### src/rtl/urb_consts.svh
// constants for the uart receiver and break logic
`ifndef URB_CONSTS_SVH
`define URB_CONSTS_SVH

// bit timing
`define URB_CLK_HZ 10000000
`define URB_BAUD_HZ 156250
`define URB_OS_N 16
`define URB_OS_DIV (`URB_CLK_HZ / (`URB_BAUD_HZ * `URB_OS_N))
`define URB_SAMP_A 4'h7
`define URB_SAMP_B 4'h8
`define URB_SAMP_C 4'h9
`define URB_OS_LAST 4'hf
`define URB_BRK_ZEROS 5'hd
`define URB_REM_BRK_BITS 5'h10

// register byte offsets
`define URB_OFS_CTRL 4'h0
`define URB_OFS_STATUS 4'h4
`define URB_OFS_DATA 4'h8

// control register fields
`define URB_CTRL_RECEIVER_ENABLE_BIT 0
`define URB_CTRL_NINE 1
`define URB_CTRL_BRK 2
`define URB_CTRL_RIE 3
`define URB_CTRL_TWOSTOP 4
`define URB_CTRL_W 5
`define URB_CTRL_RST 5'h00

// status register fields
`define URB_ST_AVAIL 0
`define URB_ST_OVR 1
`define URB_ST_FRAMING_ERR_FLAG 2
`define URB_ST_NOISE 3
`define URB_ST_IDLE 4
`define URB_ST_TXBUSY 5
`define URB_ST_NINTH 8

`endif

### src/rtl/urb_pkg.sv
// types shared by both ends of the uart receiver and break link
package urb_pkg;

  typedef enum logic [1:0] {URB_R_HUNT, URB_R_START, URB_R_DATA, URB_R_STOP} urb_rx_state_t;
  typedef enum logic [1:0] {URB_T_IDLE, URB_T_START, URB_T_ZERO, URB_T_STOP} urb_tx_state_t;

  // fifo entry: {noise, framing error, 9-bit word}
  typedef logic [10:0] urb_entry_t;

  typedef struct packed {
    logic [3:0] div;
    logic [4:0] ctrl;
    logic ack;
    logic [31:0] rdata;
    logic stat_seen;
    urb_rx_state_t rst;
    logic [3:0] ros;
    logic [3:0] rbits;
    logic [8:0] shreg;
    logic s1;
    logic s2;
    logic noise;
    logic armed;
    logic idle;
    logic [1:0][10:0] fifo;
    logic [1:0] cnt;
    logic rp;
    logic ovr;
    logic irq;
    urb_tx_state_t tst;
    logic [3:0] tos;
    logic [4:0] tcnt;
    logic tline;
  } urb_dev_state_t;

  typedef struct packed {
    logic [3:0] div;
    logic [3:0] tos;
    logic [4:0] tbits;
    logic [15:0] tsh;
    logic tbusy;
    logic tline;
    logic [11:0] lowcnt;
    logic brk;
    logic [7:0] brk_bits;
  } urb_rem_state_t;

endpackage

### src/rtl/urb_if.sv
// serial link between the uart device and the remote party
`timescale 1ns/1ns
interface urb_if;
  logic line_to_dev;
  logic line_to_rem;

  modport dev (input line_to_dev, output line_to_rem);
  modport rem (output line_to_dev, input line_to_rem);
endinterface

### src/rtl/urb_device.sv
// uart device: receiver with two-entry fifo, break transmitter, avalon-mm registers
//
// Local design decisions: the register addresses and the Avalon-MM slave port.
`timescale 1ns/1ns
`include "urb_consts.svh"
module urb_device
  import urb_pkg::*;
(
  input wire logic sys_clk,
  input wire logic rstn,
  input wire logic ce,
  urb_if.dev link,
  input wire logic [3:0] avs_address,
  input wire logic avs_read,
  input wire logic avs_write,
  input wire logic [31:0] avs_writedata,
  output logic [31:0] avs_readdata,
  output logic avs_waitrequest,
  output logic rx_irq
);

  urb_dev_state_t s;
  urb_dev_state_t next_s;

  logic tick;
  logic req;
  logic acc;
  logic stat_rd;
  logic data_rd;
  logic ctrl_wr;
  logic pop;
  logic push;
  logic ovr_set;
  logic maj;
  logic framing_err_flag;
  logic line;
  logic wp;
  urb_entry_t head;
  urb_entry_t word;
  logic [31:0] status_word;

  assign req = avs_read | avs_write;
  // one wait state keeps read data a registered value
  assign avs_waitrequest = req & ~s.ack;
  assign avs_readdata = s.rdata;
  assign rx_irq = s.irq;
  assign link.line_to_rem = s.tline;
  assign line = link.line_to_dev;

  always_comb begin
    next_s = s;
    tick = (s.div == 4'(`URB_OS_DIV - 1));
    acc = req & s.ack;
    stat_rd = acc & avs_read & (avs_address == `URB_OFS_STATUS);
    data_rd = acc & avs_read & (avs_address == `URB_OFS_DATA);
    ctrl_wr = acc & avs_write & (avs_address == `URB_OFS_CTRL);
    head = s.fifo[s.rp];
    pop = data_rd & s.stat_seen & (s.cnt != 2'h0);
    push = 1'b0;
    ovr_set = 1'b0;
    maj = (s.s1 & s.s2) | (s.s1 & line) | (s.s2 & line);
    framing_err_flag = 1'b0;
    word = '0;
    wp = s.rp ^ s.cnt[0];

    status_word = '0;
    status_word[`URB_ST_AVAIL] = (s.cnt != 2'h0);
    status_word[`URB_ST_OVR] = s.ovr;
    status_word[`URB_ST_FRAMING_ERR_FLAG] = head[9];
    status_word[`URB_ST_NOISE] = head[10];
    status_word[`URB_ST_IDLE] = s.idle;
    status_word[`URB_ST_TXBUSY] = (s.tst != URB_T_IDLE);
    status_word[`URB_ST_NINTH] = head[8];

    next_s.div = tick ? 4'h0 : s.div + 4'h1;

    // avalon slave: ack one cycle after the request is seen
    next_s.ack = req & ~s.ack;
    if (req & ~s.ack) begin
      next_s.rdata = '0;
      if (avs_read) begin
        case (avs_address)
          `URB_OFS_CTRL: next_s.rdata = {27'h0, s.ctrl};
          `URB_OFS_STATUS: next_s.rdata = status_word;
          `URB_OFS_DATA: next_s.rdata = {23'h0, head[8:0]};
          default: next_s.rdata = '0;
        endcase
      end
    end
    if (ctrl_wr) begin
      next_s.ctrl = avs_writedata[`URB_CTRL_W-1:0];
    end
    // a status read arms the clearing data read
    next_s.stat_seen = stat_rd | (s.stat_seen & ~data_rd);

    // receiver, runs on the 16x oversample tick
    next_s.irq = 1'b0;
    if (tick) begin
      if (s.rst != URB_R_HUNT) begin
        next_s.ros = s.ros + 4'h1;
        if (s.ros == `URB_SAMP_A) begin
          next_s.s1 = line;
        end
        if (s.ros == `URB_SAMP_B) begin
          next_s.s2 = line;
        end
        if (s.ros == `URB_SAMP_C) begin
          // any disagreement among the three centre samples is noise
          if (!(s.s1 == s.s2 && s.s2 == line)) begin
            next_s.noise = 1'b1;
          end
        end
      end
      case (s.rst)
        URB_R_HUNT: begin
          next_s.idle = 1'b1;
          if (line) begin
            next_s.armed = 1'b1;
          end
          if (s.ctrl[`URB_CTRL_RECEIVER_ENABLE_BIT] && s.armed && !line) begin
            next_s.rst = URB_R_START;
            next_s.ros = 4'h0;
            next_s.rbits = 4'h0;
            next_s.noise = 1'b0;
            next_s.idle = 1'b0;
          end
        end
        URB_R_START: begin
          if (s.ros == `URB_SAMP_C && maj) begin
            next_s.rst = URB_R_HUNT;
            next_s.idle = 1'b1;
          end else if (s.ros == `URB_OS_LAST) begin
            next_s.rst = URB_R_DATA;
          end
        end
        URB_R_DATA: begin
          if (s.ros == `URB_SAMP_C) begin
            next_s.shreg = {maj, s.shreg[8:1]};
          end
          if (s.ros == `URB_OS_LAST) begin
            next_s.rbits = s.rbits + 4'h1;
            if (s.rbits == (s.ctrl[`URB_CTRL_NINE] ? 4'h8 : 4'h7)) begin
              next_s.rst = URB_R_STOP;
            end
          end
        end
        URB_R_STOP: begin
          if (s.ros == `URB_SAMP_C) begin
            framing_err_flag = ~maj;
            word[8:0] = s.ctrl[`URB_CTRL_NINE] ? s.shreg : {1'b0, s.shreg[8:1]};
            word[9] = framing_err_flag;
            word[10] = s.noise | (!(s.s1 == s.s2 && s.s2 == line));
            next_s.rst = URB_R_HUNT;
            next_s.idle = 1'b1;
            if (framing_err_flag) begin
              next_s.armed = 1'b0;
            end
            if ((s.cnt != 2'h2) || pop) begin
              push = 1'b1;
            end else begin
              ovr_set = 1'b1;
            end
            // noise alone never requests; it rides the transfer request
            next_s.irq = s.ctrl[`URB_CTRL_RIE];
          end
        end
        default: next_s.rst = URB_R_HUNT;
      endcase
      if (!s.ctrl[`URB_CTRL_RECEIVER_ENABLE_BIT]) begin
        next_s.rst = URB_R_HUNT;
        next_s.armed = 1'b0;
        next_s.idle = 1'b1;
      end
    end

    // fifo; on overrun the buffered words stay untouched
    if (push) begin
      next_s.fifo[wp] = word;
    end
    if (pop) begin
      next_s.rp = ~s.rp;
    end
    next_s.cnt = s.cnt + {1'b0, push} - {1'b0, pop};
    // set wins over a clear in the same cycle
    next_s.ovr = ovr_set | (s.ovr & ~(data_rd & s.stat_seen));

    // break transmitter; it has no transmit-empty request at all
    if (tick) begin
      if (s.tst != URB_T_IDLE) begin
        next_s.tos = s.tos + 4'h1;
      end
      case (s.tst)
        URB_T_IDLE: begin
          next_s.tline = 1'b1;
          if (s.ctrl[`URB_CTRL_BRK]) begin
            next_s.tst = URB_T_START;
            next_s.tos = 4'h0;
            next_s.tline = 1'b0;
          end
        end
        URB_T_START: begin
          if (s.tos == `URB_OS_LAST) begin
            next_s.tst = URB_T_ZERO;
            next_s.tcnt = 5'h0;
          end
        end
        URB_T_ZERO: begin
          if (s.tos == `URB_OS_LAST) begin
            next_s.tcnt = s.tcnt + 5'h1;
            if (s.tcnt == `URB_BRK_ZEROS - 5'h1) begin
              next_s.tcnt = 5'h0;
              if (!s.ctrl[`URB_CTRL_BRK]) begin
                next_s.tst = URB_T_STOP;
                next_s.tline = 1'b1;
              end
            end
          end
        end
        URB_T_STOP: begin
          if (s.tos == `URB_OS_LAST) begin
            if (s.ctrl[`URB_CTRL_TWOSTOP] && s.tcnt == 5'h0) begin
              next_s.tcnt = 5'h1;
            end else begin
              next_s.tst = URB_T_IDLE;
            end
          end
        end
        default: next_s.tst = URB_T_IDLE;
      endcase
    end
  end

  always_ff @(posedge sys_clk) begin
    if (!rstn) begin
      s <= '0;
      s.ctrl <= `URB_CTRL_RST;
      s.idle <= 1'b1;
      s.tline <= 1'b1;
      s.rst <= URB_R_HUNT;
      s.tst <= URB_T_IDLE;
    end else if (ce) begin
      s <= next_s;
    end
  end

endmodule

### src/flat_wrapper.sv
// flat-port wrapper written by rule: the top's interface ports become plain ports
module urb_device_flat import urb_pkg::*;
  (sys_clk, rstn, ce, avs_address, avs_read, avs_write, avs_writedata, avs_readdata, avs_waitrequest, rx_irq, link_line_to_dev, link_line_to_rem);
  urb_if link_i ();
  input wire logic sys_clk;
  input wire logic rstn;
  input wire logic ce;
  input wire logic [3:0] avs_address;
  input wire logic avs_read;
  input wire logic avs_write;
  input wire logic [31:0] avs_writedata;
  output logic [31:0] avs_readdata;
  output logic avs_waitrequest;
  output logic rx_irq;
  input wire logic [$bits(link_i.line_to_dev)-1:0] link_line_to_dev;
  output wire logic [$bits(link_i.line_to_rem)-1:0] link_line_to_rem;
  assign link_i.line_to_dev = link_line_to_dev;
  assign link_line_to_rem = link_i.line_to_rem;
  urb_device u_core (.sys_clk(sys_clk), .rstn(rstn), .ce(ce), .link(link_i), .avs_address(avs_address), .avs_read(avs_read), .avs_write(avs_write), .avs_writedata(avs_writedata), .avs_readdata(avs_readdata), .avs_waitrequest(avs_waitrequest), .rx_irq(rx_irq));
endmodule
### config.mk
export PLATFORM = sky130hd
export DESIGN_NAME = urb_device_flat
export DESIGN_NICKNAME = d
export VERILOG_FILES = /design/src/rtl/urb_pkg.sv /design/src/rtl/urb_if.sv /design/src/rtl/urb_device.sv /design/src/flat_wrapper.sv
export VERILOG_INCLUDE_DIRS = /design/src /design/src/rtl
export SDC_FILE = /design/constraint.sdc
export NUM_CORES = 1
export LEC_CHECK = 0
export BUFFER_PORTS_ARGS = -buffer_cell sky130_fd_sc_hd__buf_4
export CAP_MARGIN = 5
export CORE_MARGIN = 2
export CORE_UTILIZATION = 56
export DETAILED_ROUTE_END_ITERATION = 6
export GPL_TIMING_DRIVEN = 1
export PLACE_DENSITY = 0.91
export SYNTH_ARGS = -nofsm -noshare
export SYNTH_HDL_FRONTEND = slang
export SYNTH_SLANG_ARGS = --single-unit
export TNS_END_PERCENT = 30
### constraint.sdc
create_clock -name sys_clk -period 2.2 [get_ports sys_clk]
set_clock_uncertainty 0.1 [all_clocks]
set_input_delay 0.11 -clock sys_clk [delete_from_list [all_inputs] [get_ports sys_clk]]
set_output_delay 0.11 -clock sys_clk [all_outputs]
set_load 0.02 [all_outputs]
# Yosys cells after proc, flatten, opt, wreduce, memory -nomap -nowiden
# Index checks and enable logic that the tools add are counted.
# word_totals
regBits	106
latch_bits	0
mem_bits_rw	0
rom_bits	0
input_bits	42
out_inout_bits	35
elab_cells	201
memories	0
# classes
add_sub_neg	7
n_mul	0
n_div	0
order_cmp	3
n_eq_ne	39
n_shift	0
muxes	68
bitwise	26
n_reduce_logical	34
# ops
cell	count
$mux W11	6
$mux W32	1
$mux W2	14
$mux W4	7
$pmux W9 S3	1
$ne A3 B3 Y1 const B	8
$bwmux W22	1
$mux W1	22
$eq A4 B4 Y1 const B	5
$mux W6	3
$add A4 B1 Y4 const B	4
$ne A2 B1 Y1 const B	8
$pmux W2 S4	2
$mux W5	3
$pmux W5 S3	1
$and A1 B1 Y1	14
$reduce_and A7 Y1	2
$reduce_and A4 Y1	3
$reduce_and A6 Y1	2
$demux W11 S1	1
$mux W10	1
$reduce_and A2 Y1	5
$reduce_and A5 Y1	2
$reduce_bool A2 Y1	5
29 further kinds	56

# Depth between registers and ports, before layout
# logic_depth
word_depth	13
mapped_depth	11
ltp_nobuf	10

# Worst setup path before layout
# No wires, ideal clock.
# synth_timing
kind	register to register
start	register u_core.s[57] (netlist name)
end	register u_core.s[16] (netlist name)
setup_ns	0.128
arrival_time_ns	1.824
required_time_ns	1.972
path_slack_ns	0.148
stages_incl_launch_ff	11
path_buffers	1
period_less_slack_ns	2.052
path_cell_list	dfxtp_1 > ha_1 > and3b_1 > clkbuf_1 > nand2_1 > nor4_1 > ha_1 > xor2_1 > nand2_1 > xor2_1 > nor2_1
# synth_via
elab_chain_len	6
# synth_rtl
element	line_no	source
start: declaration	urb_device.sv:22	urb_dev_state_t s;
start signal: assignment	urb_device.sv:242	s <= next_s;
$eq A4 B4 Y1 (no source line)	-	
$mux W1	urb_device.sv:148	if (s.ros == `URB_SAMP_C) begin
$mux W1	urb_device.sv:114	case (s.rst)
$mux W1	urb_device.sv:98	if (tick) begin
$add A2 B1 Y2	urb_device.sv:183	next_s.cnt = s.cnt + {1'b0, push} - {1'b0, pop};
$sub A2 B1 Y2	urb_device.sv:183	
# No other way between the ends.
# A chain may end at the register's enable or synchronous reset.

# Final worst setup path
# layout_timing
start	register u_core.s[102] (netlist name)
end	register u_core.s[62] (netlist name)
# layout_via
elab_chain_len	2
# layout_rtl
element	line_no	source
$eq A4 B2 Y1	urb_device.sv:52	tick = (s.div == 4'(`URB_OS_DIV - 1));
$reduce_and A7 Y1 (no source line)	-	
# No other way between the ends.

==> metrics.log <==
INFO  metric dr.first_iter.drc_count = 189
INFO  metric timing.critical_path.buf_inv = 1
INFO  metric global_route.overflow_total = 0
INFO  metric floorplan.die.width = roughly 94 um
INFO  metric layout.cells.non_filler = 665
INFO  metric number_of_buffers_created_by_cts = 9
INFO  metric placement_rows = 32
INFO  metric crit_type = flip-flop to flip-flop
INFO  metric syn-instance-count = 536
INFO  metric worstPathArrival = 2250 ps
INFO  metric synth.yosys.warnings = 0
INFO  metric cpPeakStageDelay = roughly 380 ps
INFO  metric numPortBuffers = 26
INFO  metric layout.filler_cells = 618
INFO  metric cts.repair_timing.setup_buffer_count = 0
INFO  metric final-max-slew-violation-count = 0
INFO  metric area_delta_synth_final = 10.4%
INFO  metric cts.root.buffer_cell = sky130_fd_sc_hd__clkbuf_8
INFO  metric vdd.ir_drop.worst = 0.387 mV
INFO  metric worst-path-max-fanout = 10
INFO  metric path_cells = ha_1, nor4bb_2, buf_4, o21ai_0, a211oi_1, o21ai_0, mux2i_1
INFO  metric cts.reportedPaths.clkPinSlew = 80 ps
INFO  metric crit_path_frequent_cell = sky130_fd_sc_hd__o21ai_0
INFO  metric cts.sink_count = 83
INFO  metric gr-usage-all-layers = 22.2%
INFO  metric synth_top_family_by_area = simple AND/OR/NAND/NOR gates
INFO  metric place_worst_setup_slack = between 50 and 60 ps
INFO  metric synth-compound-area-share = 13.6%
INFO  metric layout_setup_ws = 77.9 ps
INFO  metric synthesis.area = 4490 um2
INFO  metric maxSlewHeadroom = 60.8%
INFO  metric netlist.area_leader.share = 37.0%
INFO  metric multiInputGateArea = 2520 um2
INFO  metric finalSetupViolations = 0
INFO  metric first_pass_grt_wire_length = 15700 um
INFO  metric synthDistinctLibCells = 56
INFO  metric gpl.final_weighted_congestion = 0.807
INFO  metric fmax = approximately 470 MHz
INFO  metric placed_cells_incl_taps = 642
INFO  metric wl_per_cell = roughly 14 um
INFO  metric ant_nets = 0
INFO  metric layout.core_utilization = between 60% and 70%
INFO  metric first_global_vias = 3636
INFO  metric num_vias = roughly 3800
INFO  metric p_leak = 2.04 nW
INFO  metric yosys.area_share.xor_xnor = approximately 1.4%
INFO  metric final.min_clock_period = between 2000 and 2500 ps
INFO  metric crit_path_start_kind = flip-flop
INFO  metric detailed_place_hpwl = 6590 um
INFO  metric failed_checks = DRC
INFO  metric synth-edff-count = 0
INFO  metric drc_errors = 1
INFO  metric core_area = 7770 um2
INFO  metric detailedRoute.firstPassIterationCount = 7
INFO  metric muxShareOfSynthArea = between 10% and 20%
INFO  metric grt_start_max_net_pins = 47
INFO  metric insertedDiodeCount = 0
INFO  metric antenna_violations_before_repair = 0
INFO  metric setup_repair_after_global_routing_missed_its_margin = yes
INFO  metric synth.ff_latch_count = 83
INFO  metric yosysTopAreaCell = sky130_fd_sc_hd__dfxtp_1
INFO  metric clock_insertion_delay_worst_skew = 350 ps
INFO  metric critical-path-slowest-cell = sky130_fd_sc_hd__dfxtp_1
INFO  metric top_reg_cell_synth = sky130_fd_sc_hd__dfxtp_1
INFO  metric wl = roughly 9400 um
INFO  metric timing.setup.tns = 0 ps
INFO  metric timing.max_cap.violations = 0
INFO  metric top_level_ports = 77
INFO  metric worstSetupEndpointType = flip-flop
INFO  metric timing.critical_path.required = between 2000 and 2500 ps
INFO  metric yosys.area_share.simple = 20.3%
INFO  metric cpLargestDelayFamily = compound AO/OA/AOI/OAI gates
INFO  metric timing.hold.worst.class = input pin to flip-flop
INFO  metric outcome = finished with violations
INFO  metric seqCellArea = 1660 um2
INFO  metric die_y = about 94 um
INFO  metric ys_seq_area_share = a little under two fifths
INFO  metric dieArea = 8750 um2
INFO  metric postSynthAreaPerCell = 8.38 um2
INFO  metric ctsHtreeMaxLevel = 3
INFO  metric max_slew.worst_pin.slew = 588 ps
INFO  metric cell_types_occupying_the_most_area_after_synthesis = sky130_fd_sc_hd__dfxtp_1 37%, sky130_fd_sc_hd__mux2i_1 9.6%, sky130_fd_sc_hd__nand2_1 6.9%
INFO  metric layout-drive-gt1-share = around 14%
INFO  metric final_nets = 620
INFO  metric timing.final.crit_share = 96.5%
INFO  metric async_flop_share = 0%
INFO  metric avgViaCountPerCell = approximately 5.7
INFO  metric tritoncts = done
INFO  metric initial_core_util = between 50% and 60%
INFO  metric hold_viol_final = 0
INFO  metric synth_adder_area_share = approximately 5.6%
INFO  metric pwr_density_cell = 543 nW/um2
INFO  metric clockBufferDepth = 2
-- where the power goes --
group	switching (mW)	leakage, nW	internal (mW)	total [mW]
Clock	0.534	0.0819	0.473	1.01
Sequential	0.00689	0.669	1.51	1.51
Combinational	0.115	1.29	0.0570	0.172
-- per-stage QoR --
| stage | power [mW] | hold WS (ps) | area (um2) |
|---|---|---|---|
| 2_1_floorplan | 1.68 | 154 | 4570 |
| 3_5_place_dp | 1.70 | 250 | 4670 |
| 6_report | 2.69 | 75.1 | 4960 |
| 3_3_place_gp | 1.70 | 247 | 4670 |
| 4_1_cts | 2.70 | 52.8 | 4920 |
| 5_1_grt | 2.79 | 80.2 | 4960 |
-- area by class of cell --
| cell class | instances | share of cell area [%] |
|---|---|---|
| clock buffer | 13 | 3.20 |
| clock inverter | 3 | 0.454 |
| inverter | 18 | 1.36 |
| multi-input combinational | 397 | 50.8 |
| sequential | 83 | 33.5 |
| tap | 102 | 2.57 |
| timing repair buffer | 49 | 8.10 |
-- sequential cells by signal, indices dropped and copies added (netlist names) --
signal	count
u_core.link.line_to_rem	1
u_core.rx_irq	1
u_core.s	72
u_core.avs_readdata	9
-- Yosys cell counts, drive strengths merged (3+ instances only) --
cell,n
o31ai,3
or4,3
o21ai,21
nand2b,5
mux2,12
nand4,4
dfxtp,83
nor2b,5
ha,20
nand4b,3
nand2,82
nor4,3
mux2i,43
nor2,46
and3,3
a22oi,4
a211oi,12
o211ai,3
inv,18
buf,39
nand3,16
nor3,10
xor2,5
clkbuf,21
o22ai,4
a21oi,35
-- cell usage in the layout, fill, tap and decap left out, types with 4 or more instances in the layout --
| cell type | instances |
|---|---|
| sky130_fd_sc_hd__dfxtp_1 | 83 |
| sky130_fd_sc_hd__nand2_1 | 82 |
| sky130_fd_sc_hd__nor2_1 | 46 |
| sky130_fd_sc_hd__mux2i_1 | 43 |
| sky130_fd_sc_hd__buf_4 | 40 |
| sky130_fd_sc_hd__a21oi_1 | 35 |
| sky130_fd_sc_hd__conb_1 | 23 |
| sky130_fd_sc_hd__o21ai_0 | 21 |
| sky130_fd_sc_hd__ha_1 | 20 |
| sky130_fd_sc_hd__inv_1 | 18 |
| sky130_fd_sc_hd__nand3_1 | 16 |
| sky130_fd_sc_hd__mux2_2 | 12 |
| sky130_fd_sc_hd__a211oi_1 | 11 |
| sky130_fd_sc_hd__clkbuf_8 | 11 |
| sky130_fd_sc_hd__nor3_1 | 9 |
| sky130_fd_sc_hd__dlygate4sd3_1 | 7 |
| sky130_fd_sc_hd__xor2_1 | 5 |
| sky130_fd_sc_hd__nor2b_1 | 5 |
| sky130_fd_sc_hd__nand2b_1 | 4 |
| sky130_fd_sc_hd__o22ai_1 | 4 |
| sky130_fd_sc_hd__nand4_1 | 4 |
| sky130_fd_sc_hd__a22oi_1 | 4 |
-- tightest hold or removal path, stage by stage --
cell and delay (ps):
sky130_fd_sc_hd__buf_4 200, sky130_fd_sc_hd__xnor2_1 100, sky130_fd_sc_hd__nor2_1 80
-- per-layer routing --
metal	GRT usage (%)	wire (um)
met1	26.5	4080
met5	0	0
met3	6.37	556
met2	37.9	4610
met4	8.33	181
-- final timing paths --
kind	start	endpoint	slack, ps	depth (start not counted)
worst min-delay path	ce	u_core.s[102]$_SDFFE_PN0P_	80	3
worst max register to register	u_core.s[102]$_SDFFE_PN0P_	u_core.s[62]$_SDFFE_PN0P_	80	7
worst min register to register	u_core.s[25]$_SDFFE_PN0P_	u_core.s[25]$_SDFFE_PN0P_	360	2
worst max-delay path	u_core.s[102]$_SDFFE_PN0P_	u_core.s[62]$_SDFFE_PN0P_	80	7
-- what timing repair did --
action,in CTS,in global routing
endpoints found under the hold margin,7,0
gates resized for setup,0,8
endpoints found under the setup margin,0,15
hold buffers,7,0
-- cells by family (layout without fill, tap and decap cells) --
| family | Yosys count | after routing |
|---|---|---|
| adders and majority gates | 20 | 20 |
| AOI/OAI and AO/OA | 99 | 99 |
| other | 1 | 23 |
| xor gates and xnor gates | 7 | 7 |
| DFF | 83 | 83 |
| buffers and inverters | 78 | 83 |
| and+or+nand+nor | 193 | 193 |
| muxes | 55 | 55 |
Power figures use the tool's default switching activity.
